<file path="src/lpmc_pkg.sv">
package lpmc_pkg;
    // ===========================================================
    // operating modes
    typedef enum logic [2:0] {
        LPMC_RUN,
        LPMC_SLEEP,
        LPMC_LP_RUN,
        LPMC_LP_SLEEP,
        LPMC_STOP0,
        LPMC_STOP1,
        LPMC_STANDBY,
        LPMC_SHUTDOWN
    } lpmc_mode_t;

    // ===========================================================
    // software mode selection codes
    localparam logic [2:0] LPMC_SEL_STOP0 = 3'h0;
    localparam logic [2:0] LPMC_SEL_STOP1 = 3'h1;
    localparam logic [2:0] LPMC_SEL_STANDBY = 3'h3;
    localparam logic [2:0] LPMC_SEL_SHUTDOWN = 3'h4;

    // ===========================================================
    // wakeup source bit positions
    localparam int LPMC_WK_RADIO = 0;
    localparam int LPMC_WK_BROWNOUT = 1;
    localparam int LPMC_WK_VDET = 2;
    localparam int LPMC_WK_CAL = 3;
    localparam int LPMC_WK_WDOG = 4;
    localparam int LPMC_WK_SERIAL = 5;
    localparam int LPMC_WK_TWI = 6;
    localparam int LPMC_WK_TIMER_A = 7;
    localparam int LPMC_WK_TIMER_B = 8;
    localparam int LPMC_WK_COUNT = 9;

    // ===========================================================
    // pull codes and reset values
    localparam logic [1:0] LPMC_PULL_FLOAT = 2'h0;
    localparam logic [1:0] LPMC_PULL_UP = 2'h1;
    localparam logic [1:0] LPMC_PULL_DOWN = 2'h2;
    localparam logic LPMC_ANALOG_RESET = 1'h1;
    localparam logic LPMC_SRAM_GATE_RESET = 1'h1;

    // ===========================================================
    // timing: entry settling time in ns and derived cycles at 125 MHz
    localparam int LPMC_CLK_PERIOD_NS = 8;
    localparam int LPMC_ENTRY_NS = 64;
    localparam int LPMC_ENTRY_CYCLES = (LPMC_ENTRY_NS + LPMC_CLK_PERIOD_NS - 1) / LPMC_CLK_PERIOD_NS;
endpackage

</file>
<file path="src/lpmc_osc_req.sv">
`timescale 1ns/100ps
`default_nettype none
module lpmc_osc_req
    import lpmc_pkg::*;
#(
    parameter int N = 4
) (
    input wire logic clk,
    input wire logic rst,
    input wire logic stop_mode,
    input wire logic [N-1:0] req_async,
    output logic osc_on,
    output logic [N-1:0] route
);
    logic [N-1:0] sync1_reg;
    logic [N-1:0] sync2_reg;
    logic osc_on_reg;
    logic [N-1:0] route_reg;
    wire any_req = |sync2_reg;

    always_ff @(posedge clk) begin
        sync1_reg <= req_async;
        sync2_reg <= sync1_reg;
    end

    always_ff @(posedge clk) begin
        if (rst) begin
            osc_on_reg <= 1'b0;
            route_reg <= '0;
        end else begin
            osc_on_reg <= stop_mode && any_req;
            route_reg <= stop_mode ? sync2_reg : '0;
        end
    end

    assign osc_on = osc_on_reg;
    assign route = route_reg;
endmodule
`default_nettype wire

</file>
<file path="src/lpmc_top.sv">
`timescale 1ns/100ps
`default_nettype none
// Notes on behaviour
// optional functions start disabled and run only when software enables them
// two sram banks have independent clock gates
// in stop a peripheral request starts the fast internal oscillator
// that oscillator is routed only to the requesting peripheral
// oscillator turns off when no request remains
// serial receiver wakes on start bit, address match or frame
// two-wire port wakes only on own address match
// in stop only the listed peripherals keep clock, rest frozen
// stop wakeup from reset pin, any io, and listed peripherals
// low-power run/sleep: radio, random generator and pll unavailable
// low-power timers optional down to stop, off in standby and shutdown
// watchdog runs down to standby, off only in shutdown
// standby holds io pulls as software selected
// shutdown pull selection is discarded on exit
// wake pins and calendar wake from standby or shutdown; standby also wakes from reset pin, brownout and watchdog
// fast external oscillator enabled whenever radio needs activity
// flash may power down when radio unused and code in sram
// ios analog with schmitt disabled during and after reset
// reset pin pull-up off while reset comes from inside
// low-power entry only on cpu request, target from selection field
// wakeup during entry aborts it, nothing is lost
module lpmc_top
    import lpmc_pkg::*;
#(
    parameter int NIO = 8,
    parameter int NREQ = 4
) (
    input wire logic CLOCK,
    input wire logic RST,
    input wire logic CPU_SLEEP_REQ,
    input wire logic CPU_DEEP,
    input wire logic LP_REGULATOR,
    input wire logic [2:0] MODE_SEL,
    input wire logic [LPMC_WK_COUNT-1:0] OPT_ENABLE,
    input wire logic SRAM_A_EN,
    input wire logic SRAM_B_EN,
    input wire logic FLASH_PD_REQ,
    input wire logic CODE_IN_SRAM,
    input wire logic RADIO_ACTIVE,
    input wire logic [NREQ-1:0] OSC_REQ,
    input wire logic SERIAL_START,
    input wire logic SERIAL_ADDR_MATCH,
    input wire logic SERIAL_FRAME,
    input wire logic TWI_ADDR_MATCH,
    input wire logic [LPMC_WK_COUNT-1:0] PERIPH_WAKE,
    input wire logic [NIO-1:0] IO_WAKE,
    input wire logic WAKE_PIN_A,
    input wire logic WAKE_PIN_B,
    input wire logic RESET_PIN_WAKE,
    input wire logic INTERNAL_RESET,
    input wire logic [2*NIO-1:0] IO_PULL_SEL,
    input wire logic IO_CONFIGURED,
    output logic [2:0] MODE,
    output logic CPU_CLK_EN,
    output logic [LPMC_WK_COUNT-1:0] PERIPH_CLK_EN,
    output logic OTHER_PERIPH_CLK_EN,
    output logic SRAM_A_CLK_EN,
    output logic SRAM_B_CLK_EN,
    output logic FLASH_PD,
    output logic PLL_ALLOWED,
    output logic RNG_EN,
    output logic FAST_INT_OSC_ON,
    output logic [NREQ-1:0] FAST_INT_OSC_ROUTE,
    output logic FAST_EXT_OSC_ON,
    output logic SERIAL_WAKE_IRQ,
    output logic TWI_WAKE_IRQ,
    output logic WAKEUP,
    output logic [2*NIO-1:0] IO_PULL,
    output logic IO_ANALOG,
    output logic RESET_PULLUP_EN
);
    localparam int WK_N = LPMC_WK_COUNT;

    // ===========================================================
    // input synchronisers (pins and foreign events)
    localparam int SW = 6 + NIO + NREQ - NREQ;
    logic [SW-1:0] s1_reg;
    logic [SW-1:0] s2_reg;
    logic [WK_N-1:0] pw1_reg;
    logic [WK_N-1:0] pw2_reg;
    always_ff @(posedge CLOCK) begin
        s1_reg <= {SERIAL_START, SERIAL_ADDR_MATCH, SERIAL_FRAME, TWI_ADDR_MATCH,
                   WAKE_PIN_A | WAKE_PIN_B, RESET_PIN_WAKE, IO_WAKE};
        s2_reg <= s1_reg;
        pw1_reg <= PERIPH_WAKE;
        pw2_reg <= pw1_reg;
    end
    wire ser_start = s2_reg[SW-1];
    wire ser_addr = s2_reg[SW-2];
    wire ser_frame = s2_reg[SW-3];
    wire twi_match = s2_reg[SW-4];
    wire wake_pins = s2_reg[SW-5];
    wire rst_pin_wk = s2_reg[SW-6];
    wire any_io = |s2_reg[NIO-1:0];

    // ===========================================================
    // mode state machine
    typedef enum logic [1:0] {ST_ACTIVE, ST_ENTER, ST_LOW} lpmc_fsm_t;
    lpmc_fsm_t st_reg, st_next;
    lpmc_mode_t mode_reg, mode_next, target;
    logic [3:0] cnt_reg, cnt_next;

    wire in_stop = (mode_reg == LPMC_STOP0) || (mode_reg == LPMC_STOP1);
    wire [WK_N-1:0] wk_en = OPT_ENABLE | WK_N'(1 << LPMC_WK_RADIO) | WK_N'(1 << LPMC_WK_BROWNOUT)
                            | WK_N'(1 << LPMC_WK_WDOG);
    wire ser_irq = OPT_ENABLE[LPMC_WK_SERIAL] && (ser_start || ser_addr || ser_frame);
    wire twi_irq = OPT_ENABLE[LPMC_WK_TWI] && twi_match;
    logic [WK_N-1:0] pw_eff;
    always_comb begin
        pw_eff = pw2_reg & wk_en;
        pw_eff[LPMC_WK_SERIAL] = ser_irq;
        pw_eff[LPMC_WK_TWI] = twi_irq;
    end
    wire stop_wake = rst_pin_wk || any_io || (|pw_eff);
    wire stby_wake = rst_pin_wk || wake_pins || pw_eff[LPMC_WK_BROWNOUT]
                     || pw_eff[LPMC_WK_CAL] || pw_eff[LPMC_WK_WDOG];
    wire shdn_wake = wake_pins || pw_eff[LPMC_WK_CAL];
    wire sleep_wake = rst_pin_wk || any_io || (|pw2_reg);
    wire deep_tgt = (target != LPMC_SLEEP) && (target != LPMC_LP_SLEEP);
    logic tgt_wake;

    always_comb begin
        if (!CPU_DEEP) begin
            target = LP_REGULATOR ? LPMC_LP_SLEEP : LPMC_SLEEP;
        end else begin
            unique case (MODE_SEL)
                LPMC_SEL_STOP0: target = LPMC_STOP0;
                LPMC_SEL_STOP1: target = LPMC_STOP1;
                LPMC_SEL_STANDBY: target = LPMC_STANDBY;
                LPMC_SEL_SHUTDOWN: target = LPMC_SHUTDOWN;
                default: target = LPMC_STOP1;
            endcase
        end
        unique case (target)
            LPMC_STOP0, LPMC_STOP1: tgt_wake = stop_wake;
            LPMC_STANDBY: tgt_wake = stby_wake;
            LPMC_SHUTDOWN: tgt_wake = shdn_wake;
            default: tgt_wake = sleep_wake;
        endcase
    end

    logic low_wake;
    always_comb begin
        unique case (mode_reg)
            LPMC_STOP0, LPMC_STOP1: low_wake = stop_wake;
            LPMC_STANDBY: low_wake = stby_wake;
            LPMC_SHUTDOWN: low_wake = shdn_wake;
            default: low_wake = sleep_wake;
        endcase
    end

    always_comb begin
        st_next = st_reg;
        mode_next = mode_reg;
        cnt_next = cnt_reg;
        unique case (st_reg)
            ST_ACTIVE: begin
                mode_next = lpmc_mode_t'(LP_REGULATOR ? LPMC_LP_RUN : LPMC_RUN);
                if (CPU_SLEEP_REQ) begin
                    st_next = ST_ENTER;
                    cnt_next = 4'(LPMC_ENTRY_CYCLES);
                end
            end
            ST_ENTER: begin
                if (tgt_wake || !deep_tgt && !CPU_SLEEP_REQ) begin
                    st_next = ST_ACTIVE;
                end else if (cnt_reg == 4'h0) begin
                    st_next = ST_LOW;
                    mode_next = target;
                end else begin
                    cnt_next = cnt_reg - 4'h1;
                end
            end
            ST_LOW: begin
                if (low_wake) begin
                    st_next = ST_ACTIVE;
                    mode_next = lpmc_mode_t'(LP_REGULATOR ? LPMC_LP_RUN : LPMC_RUN);
                end
            end
            default: st_next = ST_ACTIVE;
        endcase
    end

    always_ff @(posedge CLOCK) begin
        if (RST) begin
            st_reg <= ST_ACTIVE;
            mode_reg <= LPMC_RUN;
            cnt_reg <= 4'h0;
        end else begin
            st_reg <= st_next;
            mode_reg <= mode_next;
            cnt_reg <= cnt_next;
        end
    end

    // ===========================================================
    // clock gating and availability decode
    wire lp_mode = (mode_next == LPMC_LP_RUN) || (mode_next == LPMC_LP_SLEEP);
    wire stop_n = (mode_next == LPMC_STOP0) || (mode_next == LPMC_STOP1);
    wire stby_n = (mode_next == LPMC_STANDBY);
    wire shdn_n = (mode_next == LPMC_SHUTDOWN);
    wire cpu_n = (mode_next == LPMC_RUN) || (mode_next == LPMC_LP_RUN);
    wire sram_on_n = !shdn_n;
    logic [WK_N-1:0] pclk_n;
    always_comb begin
        pclk_n = '1;
        pclk_n[LPMC_WK_VDET] = OPT_ENABLE[LPMC_WK_VDET] && !stby_n && !shdn_n;
        pclk_n[LPMC_WK_SERIAL] = OPT_ENABLE[LPMC_WK_SERIAL] && !stby_n && !shdn_n;
        pclk_n[LPMC_WK_TWI] = OPT_ENABLE[LPMC_WK_TWI] && !stby_n && !shdn_n;
        pclk_n[LPMC_WK_TIMER_A] = OPT_ENABLE[LPMC_WK_TIMER_A] && !stby_n && !shdn_n;
        pclk_n[LPMC_WK_TIMER_B] = OPT_ENABLE[LPMC_WK_TIMER_B] && !stby_n && !shdn_n;
        pclk_n[LPMC_WK_WDOG] = OPT_ENABLE[LPMC_WK_WDOG] && !shdn_n;
        pclk_n[LPMC_WK_CAL] = OPT_ENABLE[LPMC_WK_CAL];
        pclk_n[LPMC_WK_RADIO] = !lp_mode && !stby_n && !shdn_n;
        pclk_n[LPMC_WK_BROWNOUT] = !shdn_n;
    end

    // ===========================================================
    // io pull hold; shutdown setting is dropped on exit
    logic [2*NIO-1:0] pull_reg;
    logic analog_reg;
    logic leaving_shdn;
    logic cfg_lost_reg;
    assign leaving_shdn = (mode_reg == LPMC_SHUTDOWN) && (mode_next != LPMC_SHUTDOWN);

    logic [2:0] mode_o_reg;
    logic cpu_reg, other_reg, sa_reg, sb_reg, fpd_reg, pll_reg, rng_reg, hse_reg;
    logic ser_reg, twi_reg, wk_reg, rpu_reg;
    logic [WK_N-1:0] pclk_reg;
    always_ff @(posedge CLOCK) begin
        if (RST) begin
            mode_o_reg <= 3'h0;
            cpu_reg <= 1'b1;
            other_reg <= 1'b1;
            pclk_reg <= '0;
            sa_reg <= LPMC_SRAM_GATE_RESET;
            sb_reg <= LPMC_SRAM_GATE_RESET;
            fpd_reg <= 1'b0;
            pll_reg <= 1'b0;
            rng_reg <= 1'b0;
            hse_reg <= 1'b0;
            ser_reg <= 1'b0;
            twi_reg <= 1'b0;
            wk_reg <= 1'b0;
            pull_reg <= '0;
            cfg_lost_reg <= 1'b0;
            analog_reg <= LPMC_ANALOG_RESET;
            rpu_reg <= 1'b0;
        end else begin
            mode_o_reg <= 3'(mode_next);
            cpu_reg <= cpu_n;
            other_reg <= !stop_n && !stby_n && !shdn_n;
            pclk_reg <= pclk_n;
            sa_reg <= SRAM_A_EN && sram_on_n;
            sb_reg <= SRAM_B_EN && sram_on_n;
            fpd_reg <= (FLASH_PD_REQ && !RADIO_ACTIVE && CODE_IN_SRAM) || !sram_on_n;
            pll_reg <= !lp_mode && !stop_n && !stby_n && !shdn_n;
            rng_reg <= OPT_ENABLE[LPMC_WK_RADIO] && !lp_mode && cpu_n;
            hse_reg <= RADIO_ACTIVE && !lp_mode && !stby_n && !shdn_n;
            ser_reg <= ser_irq && (in_stop || st_reg == ST_ENTER);
            twi_reg <= twi_irq && (in_stop || st_reg == ST_ENTER);
            wk_reg <= (st_reg == ST_LOW) && low_wake;
            // lost setting holds while software keeps its configuration asserted and clears when it drops
            cfg_lost_reg <= leaving_shdn || (cfg_lost_reg && IO_CONFIGURED);
            if (leaving_shdn || cfg_lost_reg) begin
                pull_reg <= '0;
                analog_reg <= LPMC_ANALOG_RESET;
            end else if (stby_n || shdn_n) begin
                pull_reg <= IO_PULL_SEL;
            end else begin
                pull_reg <= IO_PULL_SEL;
                analog_reg <= analog_reg && !IO_CONFIGURED;
            end
            rpu_reg <= !INTERNAL_RESET;
        end
    end

    lpmc_osc_req #(.N(NREQ)) u_osc (
        .clk(CLOCK),
        .rst(RST),
        .stop_mode(in_stop),
        .req_async(OSC_REQ),
        .osc_on(FAST_INT_OSC_ON),
        .route(FAST_INT_OSC_ROUTE)
    );

    assign MODE = mode_o_reg;
    assign CPU_CLK_EN = cpu_reg;
    assign PERIPH_CLK_EN = pclk_reg;
    assign OTHER_PERIPH_CLK_EN = other_reg;
    assign SRAM_A_CLK_EN = sa_reg;
    assign SRAM_B_CLK_EN = sb_reg;
    assign FLASH_PD = fpd_reg;
    assign PLL_ALLOWED = pll_reg;
    assign RNG_EN = rng_reg;
    assign FAST_EXT_OSC_ON = hse_reg;
    assign SERIAL_WAKE_IRQ = ser_reg;
    assign TWI_WAKE_IRQ = twi_reg;
    assign WAKEUP = wk_reg;
    assign IO_PULL = pull_reg;
    assign IO_ANALOG = analog_reg;
    assign RESET_PULLUP_EN = rpu_reg;
endmodule
`default_nettype wire

</file>
<file path="config.mk">
export PLATFORM = sky130hd
export DESIGN_NAME = lpmc_top
export DESIGN_NICKNAME = d
export VERILOG_FILES = /design/src/lpmc_pkg.sv /design/src/lpmc_osc_req.sv /design/src/lpmc_top.sv
export SDC_FILE = /design/constraint.sdc
export NUM_CORES = 1
export LEC_CHECK = 0
export CORE_MARGIN = 3
export CORE_UTILIZATION = 54
export DETAILED_ROUTE_END_ITERATION = 6
export DONT_BUFFER_PORTS = 1
export GPL_ROUTABILITY_DRIVEN = 0
export PLACE_DENSITY = 0.72
export SLEW_MARGIN = 30
export SYNTH_ARGS = -nofsm -noshare
export SYNTH_HDL_FRONTEND = slang
export SYNTH_HIERARCHICAL = 1
export SYNTH_SLANG_ARGS = --single-unit
</file>
<file path="constraint.sdc">
create_clock -name CLOCK -period 2.6 [get_ports CLOCK]
set_input_delay 0.13 -clock CLOCK [delete_from_list [all_inputs] [get_ports CLOCK]]
set_output_delay 0.13 -clock CLOCK [all_outputs]
set_load 0.02 [all_outputs]
</file>
# Yosys cells after proc, flatten, opt, wreduce, memory -nomap -nowiden

Index checks and enable logic that the tools add are counted.

$add $sub $neg: 1
$mul: 0
Div/mod/pow operators: 0
Order comparisons: 0
Equality and inequality tests: 26
Shift operators: 0
Multiplexer cells: 19
Bitwise gates (word level): 3
Reduce and logical (&&, ||, !) cells: 82

Operators by type and width:

| cell                                                                    | number |
|---|---|
| 3-bit equality test, second input constant                              | 13 |
| 1-bit logical AND                                                       | 38 |
| 1-bit logical OR                                                        | 20 |
| 9-bit OR reduction                                                      | 2 |
| 2-bit 2-to-1 mux                                                        | 6 |
| 3-bit 2-to-1 mux                                                        | 4 |
| 4-bit 2-to-1 mux                                                        | 3 |
| 2-bit case mux with 3 select lines                                      | 2 |
| 9-bit bitwise AND                                                       | 1 |
| 3-bit by 2-bit equality test with 1-bit output, second input constant   | 3 |
| 1-bit zero test                                                         | 9 |
| 3-bit case mux with 3 select lines                                      | 1 |
| 2-bit inequality test, second input constant                            | 4 |
| 4-bit case mux with 2 select lines                                      | 1 |
| 2-bit OR reduction                                                      | 4 |
| 8-bit OR reduction                                                      | 1 |
| 3-bit zero test                                                         | 2 |
| 3-bit inequality test, second input constant                            | 2 |
| 1-bit case mux with 3 select lines                                      | 2 |
| 4-bit zero test                                                         | 1 |
| 4-bit AND reduction                                                     | 1 |
| 4-bit OR reduction                                                      | 1 |
| 4-bit by 1-bit subtractor with 4-bit output, second input constant      | 1 |
| 3-bit by 1-bit inequality test with 1-bit output, second input constant | 1 |
| other kinds (8)                                                         | 8 |

Bits in registers: 107
Bits in latches: 0
RAM bits: 0
Memory bits (read-only): 0
Input port bits: 68
Output and inout port bits: 46
Word-level logic and storage cells: 158
Memories: 0

# Longest topological paths before layout

Gate-level depths: netlist of the first run.

Depth in word-level cells: 16
Gate-level depth with buffers: 10
Gate-level depth less buffers: 9

# By module

Netlist of the first run, hierarchy kept.

By module, submodules not included:

| module       | times used | cells an instance | area an instance (µm²) | seq. area each (µm²) |
|---|---|---|---|---|
| lpmc_top     | 1          | 245               | 2869.0                 | 1881.8 |
| lpmc_osc_req | 1          | 19                | 305.3                  | 260.2 |

# Worst setup path before layout of the first run

No wires, ideal clock.

Kind: register to register
From: reg cnt_reg[0]
To: reg pull_reg[0] (netlist: IO_PULL[0])
Setup time: 0.116 ns
Arrival time: 2.559 ns
Required time: 2.484 ns
Setup slack: -0.074 ns
Stages on the path, launching flop included: 11
Buffers on the path: 2
Period minus slack after synthesis: 2.674 ns
Cells stage by stage: dfxtp_1 inv_1 ha_1 or3b_1 or2_1 a32o_1 or4_1 buf_2 a31o_4 buf_6 and3_1

Word-level cells in the longest chain between the ends: 8

Ends and longest elaborated chain:

| element                            | RTL line        | text |
|---|---|---|
| start, declared                    | lpmc_top.sv:104 | `logic [3:0] cnt_reg, cnt_next;` |
| start signal, assigned             | lpmc_top.sv:195 | `cnt_reg <= cnt_next;` |
| 4-bit zero test                    | lpmc_top.sv:170 | `end else if (cnt_reg == 4'h0) begin` |
| 3-bit 2-to-1 mux                   | lpmc_top.sv:170 |  |
| 3-bit 2-to-1 mux                   | lpmc_top.sv:168 | `if (tgt_wake \|\| !deep_tgt && !CPU_SLEEP_REQ) begin` |
| 3-bit case mux with 3 select lines | lpmc_top.sv:159 | `unique case (st_reg)` |
| 3-bit inequality test              | lpmc_top.sv:227 | `assign leaving_shdn = (mode_reg == LPMC_SHUTDOWN) && (mode_next != LPMC_SHUTDOWN);` |
| 1-bit logical AND                  | lpmc_top.sv:227 |  |
| 1-bit logical OR                   | lpmc_top.sv:268 | `if (leaving_shdn \|\| cfg_lost_reg) begin` |
| 2-bit OR reduction (no line)       | --              |  |
| end signal, assigned               | lpmc_top.sv:269 | `pull_reg <= '0;` |
| end signal, assigned               | lpmc_top.sv:272 | `pull_reg <= IO_PULL_SEL;` |
| end signal, assigned               | lpmc_top.sv:274 | `pull_reg <= IO_PULL_SEL;` |
| end, declared                      | lpmc_top.sv:223 | `logic [2*NIO-1:0] pull_reg;` |

No other way between the ends.
A chain may end at the register's enable or synchronous reset.

# Worst setup path after layout of the first run

From: reg cnt_reg[1]
To: reg pull_reg[5] (netlist: IO_PULL[5])

The elaborated chain is that of the path after synthesis.

==> results.txt, run 1 <==
The post-synthesis to final-layout area growth was 36.26%. The total count of max-transition violations in the final report was 0; the remaining design rule violation count was 0. The clock passes through at most 2 buffers. Counting instances, the worst hold path has a depth of 2. Of the available clock period, the critical path in the final layout requires 97.89%. Across all layers, the routed design uses 2285 vias. CTS placed an instance of sky130_fd_sc_hd__clkbuf_8 at the clock tree root.

The tools report the clock share of power as 35.7%. The cell type contributing the most total cell area after synthesis was sky130_fd_sc_hd__dfxtp_1. The tools report the final critical-path setup slack as 0.05487 ns.

The peak-usage layer in the global routing report was met2. The share of total power in combinational logic is 7.8%. The CTS buffer count was 9. The final-report hold violation count is 0.

The worst setup path is captured at a flop. The number of cells produced by synthesis was 264. The number of nets handed over by synthesis was 334. Class of the tightest hold or removal check: input port to flop. Summing the areas of all fa, ha and maj instances in the mapped netlist gives 0.7883% of the synthesized area.

Across the run, the number of max-cap violations was 0. The logs give -0.04003 ns for the pre-CTS setup slack and 28 for the pin count of the biggest net entering global routing. Counting instances in the post-synthesis netlist gives the leading cell types as sky130_fd_sc_hd__dfxtp_1 (107), sky130_fd_sc_hd__and3_1 (18), sky130_fd_sc_hd__nand2_1 (11), sky130_fd_sc_hd__nor2_1 (11). Die area: 0.006834 mm².

In the final layout, the multi-input gates occupy 0.001097 mm². The cell area power density is 735.7 mW/mm². After Yosys synthesis, and, or, nand and nor cells account for 19.20% of the synthesized area. The pre-antenna-repair detailed-routing pass consisted of 4 iterations. After global routing the overflow that remains totals 0.

For the pin with the worst max-slew slack, the measured transition is 0.7517 ns. Total power for the finished layout comes to 3.182 mW. The delay of the slowest cell on the worst path works out to 0.59 ns.

The global-route wire length before repair is 10160 µm, and the number of nets with antenna violations after routing is 0. After detailed routing, the average wire length per cell comes to 16.94 µm. The register with the most flip-flops in the layout has 16 of them. Measured against the total synthesized area, the mux share comes to 0%. Final critical-path required period: 2.545 ns. The most used standard cell by instance count after synthesis is sky130_fd_sc_hd__dfxtp_1. By area the synthesized netlist is led by sky130_fd_sc_hd__dfxtp_1 (67%), sky130_fd_sc_hd__and3_1 (3.5%), sky130_fd_sc_hd__or4_1 (1.4%), sky130_fd_sc_hd__nor4_4 (1.3%), sky130_fd_sc_hd__nand2_1 (1.3%). The placed instances occupy a cell area of 0.003333 mm².

Clock-pin slew was measured on the worst setup and hold paths at 0.10 ns. The logs give 2.80 ns for the worst path arrival time and 56.60% for the initial cell density of the core. Clock latency on the worst-skew pair, taken at its later pin, is 0.36 ns. Height of the die: 82.67 µm.

The total setup violations reported at the end of the flow was 0; the TritonCTS sink count was 107. The total of warnings raised by yosys was 6; the switching power as a share of total power was 23.30%. The logs give 35.02% for the met2 capacity usage during global routing and 0.004325 mm² for the design area. TritonCTS built the clock tree. For this run, asynchronously set or reset flops after synthesis account for 0%. The startpoint identified for the worst register-to-register timing path is cnt_reg[1]. The number of antenna violations at the first check in global routing was 0; the max-slew headroom at the worst pin was 49.70%. Summing the areas of all xor and xnor instances in the mapped netlist gives 0.2759% of the synthesized area. The area share of the largest cell type after synthesis was 67.48%; the via density per instance was 5.389.

The number of fillers in the final layout is 353. The register bit count reported by yosys came out at 107. For this run, global-route usage on met3 was measured as 7.809%. By area, the combinational part of the netlist is dominated by simple AND/OR/NAND/NOR gates. After detailed routing, the total wire length is 7181 µm. The number of rows created at floorplan was 27; the number of enable flip-flop cells after synthesis was 0. Tracing the worst setup path back leads to its startpoint at cnt_reg[1]. After synthesis, the mean cell area works out to 12.02 µm².

Cells fill 77.13% of the core in the end. Leakage power total: 1.776 nW. Count of input and output buffers: 0.

The setup path with the least slack is of type flop to flop. The HPWL after detailed placement is 4327 µm. The flow ran to the end, and the final reports show no timing, DRC or antenna violations.

In this run the cell area of the synthesized design comes to 0.003174 mm². The highest attainable clock frequency was 0.3929 GHz. From left edge to right edge, the die measures 82.67 µm.

The worst hold path begins at IO_CONFIGURED. In the global route stage, met1 resource usage came out at 22.81%. The kind of start point of the critical path was a flop. The top-level I/O count is 114. For this run, the total global-route usage over all layers was measured as 20.21%. In this run the standard cell core region covers 0.005608 mm². For this run, the leading register cell type out of synthesis is sky130_fd_sc_hd__dfxtp_1. The DRC violation total after the first TritonRoute iteration is 109, and the relative contribution of sequential cells to total power is 56.5%.

Data on the critical path is required at its endpoint by 2.86 ns. The final worst hold slack is 0.02284 ns, and the number of cells traversed by the worst register-to-register path is 8. The tools report the final layout net count as 417. Between clock sinks in the finished design, the worst skew comes to 0.01213 ns. The distinct cell type count after synthesis came out at 53.

The signal on the critical path passes through inv_2, ha_2, or3b_4, or2_4, a32o_1, or4_4, a31o_4, and3_1. The post-route netlist has 17.90% of its cells at a drive strength greater than 1. The sequential standard cell area is 0.002145 mm², and the worst voltage drop across the vdd grid is 0.5791 mV. The critical path's slowest cell was sky130_fd_sc_hd__or4_4. The H-tree was split into 3 levels. Sequential elements use 67.48% of the synthesized area. The peak fanout along the critical path was 8.

Antenna cell count: 0. Complex-gate fraction of the synthesized area: 10.09%. The number of global-route vias before repair came out at 2148. Internal power comes to 2.441 mW. In this run the power spent charging and discharging nets is 0.7413 mW.
-- critical path: cells and delay by family (launching register included) --
family	cells	cell delay, ns
and+or+nand+nor	4	1.40
AOI/OAI and AO/OA	2	0.50
DFF	1	0.34
adders and majority gates	1	0.15
buffers and inverters	1	0.06
-- layout by cell type (no fill, tap or decap), drive strengths merged, types with 8 or more instances in the layout --
cell | netlist | final
dfxtp | 107 | 107
dlygate4sd3 | 0 | 61
and3 | 18 | 18
buf | 3 | 16
nand2 | 11 | 11
nor2 | 11 | 11
clkbuf | 5 | 10
inv | 8 | 10
nor3 | 9 | 9
a21oi | 8 | 8
-- path summary, 6_finish.rpt --
kind                                   end  slack, ns
worst min-delay path             IO_ANALOG       0.02
worst min register to register   s2_reg[8]       0.33
worst max-delay path            IO_PULL[5]       0.05
worst max register to register  IO_PULL[5]       0.05
-- per-layer routing --
| metal | vias up | routed length [µm] |
|---|---|---|
| li1 | 1113 | - |
| met3 | 12 | 656 |
| met4 | 0 | 114 |
| met5 | - | 0 |
| met1 | 1063 | 2702 |
| met2 | 97 | 3708 |
-- through the flow --
stage,TNS [ns],std cells
after floorplan,-0.06825,264
after global placement,0,341
after detailed placement,-0.2354,341
after CTS,0,419
after global routing,-0.01435,424
final,0,424
-- logic make-up after synthesis --
| family | Yosys count |
|---|---|
| AO/OA/AOI/OAI | 42 |
| XOR/XNOR | 1 |
| adder cells (fa/ha/maj) | 2 |
| buffers and inverters | 16 |
| flip-flops | 107 |
| AND/OR/NAND/NOR | 96 |
-- power by group through the flow --
stage,logic [mW],registers (mW),clock network (mW)
after floorplan,0.110,1.83,0
after global placement,0.138,1.83,0
after detailed placement,0.142,1.83,0
after CTS,0.224,1.80,1.13
after global routing,0.270,1.81,1.21
final,0.249,1.80,1.13
-- cell type report --
| cell class | count | share of cell area (%) |
|---|---|---|
| multi-input combinational | 144 | 25.37 |
| inverter | 8 | 0.6942 |
| clock buffer | 10 | 3.182 |
| timing repair buffer | 77 | 16.92 |
| tap | 72 | 2.083 |
| clock inverter | 6 | 2.170 |
| sequential | 107 | 49.58 |
-- timing repair --
action | 4_1_cts | 5_1_grt
endpoints found under the setup margin | 18 | 26
endpoints found under the hold margin | 74 | 0
cloned | 0 | 3
hold buffers | 62 | 0
setup buffers | 0 | 2
pin swaps | 0 | 7
gates resized for setup | 2 | 18
Note: power is estimated with default switching activity, not from simulation.
==> inputs of run 2 (changes only) <==
--- a/config.mk
+++ b/config.mk
@@ -10,6 +10,7 @@
 export DETAILED_ROUTE_END_ITERATION = 6
 export DONT_BUFFER_PORTS = 1
 export GPL_ROUTABILITY_DRIVEN = 0
+export HOLD_SLACK_MARGIN = 0.12
 export PLACE_DENSITY = 0.72
 export SLEW_MARGIN = 30
 export SYNTH_ARGS = -nofsm -noshare
==> run 2 against run 1 <==
Compared with the run above:
- first-iteration DRC count down 8.3%
- core utilization grew 0.18 points
- setup slack worse by 0.0065 ns
- clock skew about the same
- critical endpoint unchanged
- highest routed layer unchanged
==> results.txt, run 2 (synthesis gave the netlist of run 1 again) <==
The data required time of the critical path came out at 2.86 ns (about the same). Number of buffers between clock root and the deepest sink: 2 (unchanged). For the count of TritonRoute iterations in the first routing pass, the log shows 4 (unchanged).

The logs give 1.780 nW (+0.24%) for the leakage power total and 49.68% (about the same) for the max-slew headroom at the worst pin. Die area: 0.006834 mm² (unchanged). The worst register-to-register path begins at cnt_reg[1].

The TritonCTS sink count came out at 107 (unchanged). Final critical-path required period: 2.552 ns (+0.006466 ns). Terminus of the critical flop-to-flop path: IO_PULL[5].

The worst setup path is launched from a flop. The class of the tightest hold or removal check is input port to flop. Via density per instance: 5.409 (+0.38%). STA classifies the critical path endpoint as a flop. The share of layout cells above drive strength 1 came out at 17.85% (-0.051 points).

Final-report hold violation count: 0 (unchanged). The placeable core region is 0.005608 mm² (unchanged), and the antenna cell count is 0 (unchanged). The tools report the number of global-route vias before repair as 2148 (unchanged). The mean routed wirelength per cell works out to 16.98 µm (+0.26%). The most common cell after layout, fill and taps aside was sky130_fd_sc_hd__dfxtp_1. The total count of max-transition violations in the final report came out at 0 (unchanged). The slew at the pin closest to its max-slew limit came out at 0.7520 ns (+0.0002691 ns). The number of cells traversed by the worst register-to-register path is 8 (unchanged). The final standard cell utilization of the core is 77.31% (+0.18 points), and the post-synthesis to final-layout area growth is 36.58%. The total overflow reported by the global router was 0 (unchanged); the number of nets with antenna violations after routing was 0 (unchanged). For the minimum setup slack among reg-to-reg paths, the log shows 0.05 ns (about the same). The worst hold path terminates at MODE[0]. TritonCTS built the clock tree.

The logs give 2299 (+0.61%) for the total number of vias and 0 (unchanged) for the max-cap check violation count. The run gives 20.14% (-0.069 points) as the global routing usage summed across all routing layers. The tools report the HPWL reported at the end of detailed placement as 4327 µm (unchanged).

The logs give 0.01170 ns (-0.0004297 ns) for the worst setup skew after layout and 2.81 ns (about the same) for the worst path arrival time. The final cycle utilization of the critical path is 98.14% (+0.25 points), and the count of cells along the worst hold path is 2 (unchanged). The CTS buffer count was 9 (unchanged); the peak fanout along the critical path was 8 (unchanged).

The critical path is of the flop to flop type. The pin count of the biggest net entering global routing was 30 (+7.1%). The flow ran to the end, and the final reports show no timing, DRC or antenna violations. The level count of the clock H-tree was 3 (unchanged).

The die span in x is 82.67 µm (unchanged). The clock-pin transition on the worst setup and hold timing paths is 0.10 ns (about the same). The count of input and output buffers is 0 (unchanged).

In this run the most critical hold path is launched from RST. The tools report the remaining design rule violation count as 0 (unchanged). The run gives 0.5794 mV (about the same) as the worst voltage drop across the vdd grid. The number of fillers in the final layout is 352 (-0.28%), and the total setup violations reported at the end of the flow is 0 (unchanged). The tree is rooted in a sky130_fd_sc_hd__clkbuf_8. The top-level I/O count is 114 (unchanged). For the final layout net count, the log shows 418 (+0.24%). The run gives 7217 µm (+0.50%) as the overall routed net length. The global-route wire length before repair came out at 10120 µm (-0.40%). The height of the die came out at 82.67 µm (unchanged).

The cell area power density is 733.9 mW/mm² (-0.24%). The initial cell density of the core is 56.60% (unchanged). Leaving out fill and tap cells, the most frequent cells in the layout are sky130_fd_sc_hd__dfxtp_1 (105), sky130_fd_sc_hd__dlygate4sd3_1 (62), sky130_fd_sc_hd__and3_1 (17), sky130_fd_sc_hd__buf_4 (14). The number of rows created at floorplan came out at 27 (unchanged). Number of antenna violations at the first check in global routing: 0 (unchanged).

For the total power of the final layout, the log shows 3.182 mW (about the same). The tools report the DRC violation total after the first TritonRoute iteration as 100 (-8.3%). The number of flip-flops in the largest register was 16 (unchanged).

The highest attainable clock frequency was 0.3919 GHz (-0.25%). The logs give 0.36 ns (about the same) for the worst-skew pair later-pin latency and 0 ns (unchanged) for the sum of negative setup slack.
[run 2: cell count changes in the layout (fill, tap and decap cells not counted), sizes merged]
cell / previous run / this run
dlygate4sd3: 61 / 62
[run 2: power breakdown]
group | switching [mW] | leakage, nW | internal (mW)
clock | 0.555 | 0.113 | 0.577
sequential | 0.0760 | 0.894 | 1.72
combinational | 0.110 | 0.773 | 0.142
total | 0.740 | 1.78 | 2.44
[run 2: how the worst max path moves through the flow]
stage / start / endpoint / slack, ns / depth (start not counted)
2_1_floorplan: cnt_reg[0] / IO_PULL[0] / -0.009 / 10
3_3_place_gp: cnt_reg[1] / IO_PULL[3] / 0.02 / 8
3_5_place_dp: cnt_reg[1] / IO_PULL[5] / -0.04 / 8
4_1_cts: cnt_reg[1] / IO_PULL[5] / 0.02 / 8
5_1_grt: cnt_reg[1] / IO_PULL[2] / -0.008 / 11
6_report: cnt_reg[1] / IO_PULL[5] / 0.05 / 8
[run 2: stage by stage]
step                      hold WS, ns  setup slack [ns]  cell area (µm²)  cells
final                          0.2284           0.04841             4335    425
after global routing           0.2662         -0.008418             4335    425
after CTS                      0.1251           0.02143             4195    419
after detailed placement       0.1578          -0.04003             3333    341
after global placement         0.1578           0.02044             3333    341
after floorplan                0.1577         -0.008531             3191    264
[run 2: area by class of cell]
class / instances / area, µm² / share of cell area (%)
inverter: 8 / 30.03 / 0.6926
clock buffer: 10 / 137.6 / 3.175
multi-input combinational: 144 / 1097 / 25.31
sequential: 107 / 2145 / 49.47
clock inverter: 6 / 93.84 / 2.165
tap: 72 / 90.09 / 2.078
timing repair buffer: 78 / 742.0 / 17.11
[run 2: routing by layer]
layer	global-route usage (%)	vias up	share of wire, %
met4	7.026	0	1.9
met1	22.32	1062	38
met3	8.243	14	9.2
met2	34.78	108	51
li1	-	1115	-
met5	0	-	0
[run 2: timing repair]
action,4_1_cts,5_1_grt
pin swaps,0,7
buffers inserted,0,2
resized for setup,2,18
setup endpoints to repair,18,26
hold buffers,62,1
cloned,0,3
endpoints found under the hold margin,76,1
[run 2: critical path, stage by stage, from the launching register on]
cell and delay (ns):
sky130_fd_sc_hd__dfxtp_2 0.34, sky130_fd_sc_hd__inv_2 0.06, sky130_fd_sc_hd__ha_2 0.15, sky130_fd_sc_hd__or3b_4 0.38, sky130_fd_sc_hd__or2_4 0.25, sky130_fd_sc_hd__a32o_1 0.22, sky130_fd_sc_hd__or4_4 0.60, sky130_fd_sc_hd__a31o_4 0.28
sky130_fd_sc_hd__and3_1 0.18
==> inputs of run 3 (changes only) <==
--- a/config.mk
+++ b/config.mk
@@ -6,12 +6,13 @@
 export NUM_CORES = 1
 export LEC_CHECK = 0
 export CORE_MARGIN = 3
-export CORE_UTILIZATION = 54
+export CORE_UTILIZATION = 58
+export CTS_BUF_LIST = sky130_fd_sc_hd__clkbuf_2 sky130_fd_sc_hd__clkbuf_4 sky130_fd_sc_hd__clkbuf_8
 export DETAILED_ROUTE_END_ITERATION = 6
 export DONT_BUFFER_PORTS = 1
 export GPL_ROUTABILITY_DRIVEN = 0
 export HOLD_SLACK_MARGIN = 0.12
-export PLACE_DENSITY = 0.72
+export PLACE_DENSITY = 0.76
 export SLEW_MARGIN = 30
 export SYNTH_ARGS = -nofsm -noshare
 export SYNTH_HDL_FRONTEND = slang
==> constraint.sdc (replaced) <==
create_clock -name CLOCK -period 2.6 [get_ports CLOCK]
set_input_delay 0.26 -clock CLOCK [delete_from_list [all_inputs] [get_ports CLOCK]]
set_output_delay 0.26 -clock CLOCK [all_outputs]
set_load 0.02 [all_outputs]
==> run 3 against run 2 <==
Compared with the run above:
- global-route usage rose by 3.6 points
- combinational power fell by 3%
- die area fell by 6.4%
- design area fell by 1.3%
==> results.txt, run 3 (synthesis gave the netlist of run 1 again) <==
Count of input and output buffers: 0 (unchanged). The remaining design rule violation count was 0 (unchanged). The tools report the kind of start point of the critical path as a flop. The top-level I/O count was 114 (unchanged); the via density per instance was 5.494 (+1.6%). The total number of vias is 2291 (-0.35%). The initial cell density of the core was 60.99% (+4.4 points); the slew at the pin closest to its max-slew limit was 0.9201 ns (+0.1681 ns).

The area of combinational cells with multiple inputs was 0.001080 mm² (-1.6%); the final cycle utilization of the critical path was 99.27% (+1.1 points). The clock-pin transition on the worst setup and hold timing paths was 0.10 ns (about the same); the count of cells along the worst hold path was 2 (unchanged). TritonCTS built the clock tree. The logs give 413 (-1.2%) for the final layout net count and 0 (unchanged) for the total overflow reported by the global router. The tools report the CTS buffer count as 9 (unchanged).

The total setup violations reported at the end of the flow was 0 (unchanged). The tools report the global-route wire length before repair as 11380 µm (+12%). The switching power as a share of total power was 23.17% (-0.095 points). The startpoint identified for the worst hold timing path is CPU_SLEEP_REQ. Share of layout cells above drive strength 1: 18.16% (+0.31 points). In the layout the commonest cells are sky130_fd_sc_hd__dfxtp_1 (105), sky130_fd_sc_hd__dlygate4sd3_1 (61), sky130_fd_sc_hd__and3_1 (13), sky130_fd_sc_hd__buf_4 (13).

Die span in x: 79.98 µm (-3.3%). The slowest stage of the critical path belongs to the cell sky130_fd_sc_hd__or4_4. The tools report the minimum setup slack among reg-to-reg paths as 0.02 ns (-0.03 ns).

The number of nets with antenna violations after routing is 0 (unchanged), and the mean routed wirelength per cell is 18.58 µm (+9.4%). The max-cap check violation count came out at 0 (unchanged). The logs give 0.7327 mW (-1.0%) for the net switching component of the power and 0.3874 GHz (-1.1%) for the highest attainable clock frequency.

Setup repair after global routing could not meet its margin everywhere. STA classifies the critical path endpoint as a flop. For the post-CTS setup repair buffer count, the log shows 0 (unchanged).

The number of antenna violations at the first check in global routing was 0 (unchanged). The tools report the pin count of the biggest net entering global routing as 28 (-6.7%). The run gives 107 (unchanged) as the TritonCTS sink count. The clock share of power came out at 35.3% (-0.3 points).

The delay of the slowest cell on the worst path is 0.57 ns (-0.03 ns). The run gives 0.002145 mm² (unchanged) as the sequential standard cell area. The path class of the tightest hold or removal check is input port to flop.

The peak fanout along the critical path came out at 9 (+1). The number of rows created at floorplan is 26 (-3.7%), and the die area is 0.006397 mm² (-6.4%). The placeable core region was 0.005205 mm² (-7.2%); the height of the die was 79.98 µm (-3.3%). The flow ran to the end, and the final reports show no timing, DRC or antenna violations. The number of flip-flops in the largest register is 16 (unchanged).

Compared with the post-synthesis result, the final layout area differs by 34.80%. The final worst hold slack came out at 0.1553 ns (-0.07302 ns). The tools report the worst path arrival time as 2.84 ns (+0.03 ns). The final-report hold violation count came out at 0 (unchanged).

Worst-skew pair later-pin latency: 0.36 ns (about the same). The run gives 3 (unchanged) as the level count of the clock H-tree. The category of the critical setup timing path was flop to flop.

The reg-to-reg critical path startpoint is cnt_reg[1]. The worst setup skew after layout is 0.009687 ns (-0.002010 ns), and the relative contribution of sequential cells to total power is 57.0% (+0.5 points). For the overall routed net length, the log shows 7746 µm (+7.3%). The HPWL reported at the end of detailed placement is 4282 µm (-1.0%), and the number of buffers between clock root and the deepest sink is 2 (unchanged). The path with the worst hold slack has its endpoint at st_reg[0].

For the data required time of the critical path, the log shows 2.86 ns (about the same). For the share of total power in combinational logic, the log shows 7.7% (-0.2 points). The run gives 5 (+1) as the count of TritonRoute iterations in the first routing pass. The number of fillers in the final layout is 279 (-21%). The final critical-path required period was 2.581 ns (+0.02950 ns). Broken down by cell family, the worst path's largest delay share belongs to simple AND/OR/NAND/NOR gates. The worst path buffer plus inverter count came out at 1 (unchanged).

The number of cells traversed by the worst register-to-register path is 8 (unchanged), and the max-slew headroom at the worst pin is 38.43% (-11 points). The critical path goes through inv_2, ha_4, or3b_4, or2_4, a32o_1, or4_4, a31o_2, and3_1. The cell area power density is 739.1 mW/mm² (+0.70%). The final standard cell utilization of the core came out at 82.21% (+4.9 points). The leakage power total is 1.744 nW (-2.0%), and the global routing usage summed across all routing layers is 23.72% (+3.6 points). The worst voltage drop across the vdd grid is 0.8158 mV (+41%). The DRC violation total after the first TritonRoute iteration was 169 (+69%).

The number of global-route vias before repair was 2302 (+7.2%); the total count of max-transition violations in the final report was 0 (unchanged). The tools report the terminus of the critical flop-to-flop path as IO_PULL[1]. Clock tree synthesis selected as its root buffer the cell sky130_fd_sc_hd__clkbuf_8. For the antenna cell count, the log shows 0 (unchanged).

Leaving out fill and tap cells, the most frequent cell in the layout is sky130_fd_sc_hd__dfxtp_1. For the internal power, the log shows 2.430 mW (-0.49%).
==> run 3: stage by stage <==
stage	instance area, µm²	setup slack (ns)	cells	total power, mW	TNS [ns]
2_1_floorplan	3191	-0.008531	264	1.935	-0.06825
3_3_place_gp	3331	-0.006246	339	1.966	-0.04379
3_5_place_dp	3331	-0.04174	339	1.974	-0.3146
4_1_cts	4180	0.004406	416	3.131	0
5_1_grt	4279	-0.04684	417	3.263	-0.4592
6_report	4279	0.01891	417	3.163	0
==> run 3: worst max path at each step <==
| stage | depth (start not counted) | end | startpoint |
|---|---|---|---|
| after detailed placement | 8 | IO_PULL[2] | cnt_reg[1] |
| after CTS | 8 | PERIPH_CLK_EN[8] | cnt_reg[1] |
| after global routing | 8 | IO_PULL[1] | cnt_reg[1] |
| after global placement | 8 | IO_PULL[6] | cnt_reg[1] |
| after floorplan | 10 | IO_PULL[0] | cnt_reg[0] |
| final | 8 | IO_PULL[1] | cnt_reg[1] |
==> run 3: cell type report <==
| cell class | instances | share of cell area (%) |
|---|---|---|
| inverters | 8 | 0.7018 |
| well taps | 70 | 2.047 |
| repair buffers | 75 | 16.67 |
| multi-input cells | 142 | 25.23 |
| clock inverters | 5 | 2.018 |
| flip-flops and latches | 107 | 50.12 |
| clock buffers | 10 | 3.216 |
==> run 3: power groups by stage <==
stage	clock network (mW)	registers, mW	logic, mW
6_report	1.12	1.80	0.244
5_1_grt	1.19	1.81	0.263
4_1_cts	1.11	1.80	0.220
3_5_place_dp	0	1.84	0.138
3_3_place_gp	0	1.83	0.133
2_1_floorplan	0	1.83	0.110
==> run 3: what timing repair did <==
| item | 4_1_cts | 5_1_grt |
|---|---|---|
| hold buffers | 62 | 0 |
| gates resized for setup | 2 | 18 |
| cloned | 0 | 1 |
| endpoints found under the setup margin | 21 | 29 |
| pin swaps | 0 | 6 |
| hold endpoints to repair | 74 | 0 |
==> run 3: layer usage <==
metal	part of all wire, %	routed length, µm	track usage, %	vias to the layer above
li1	-	-	-	1096
met3	9.0	695	9.368	10
met2	51	3956	41.31	102
met5	0	0	0	-
met1	39	3011	27.16	1083
met4	1.1	82	5.743	0
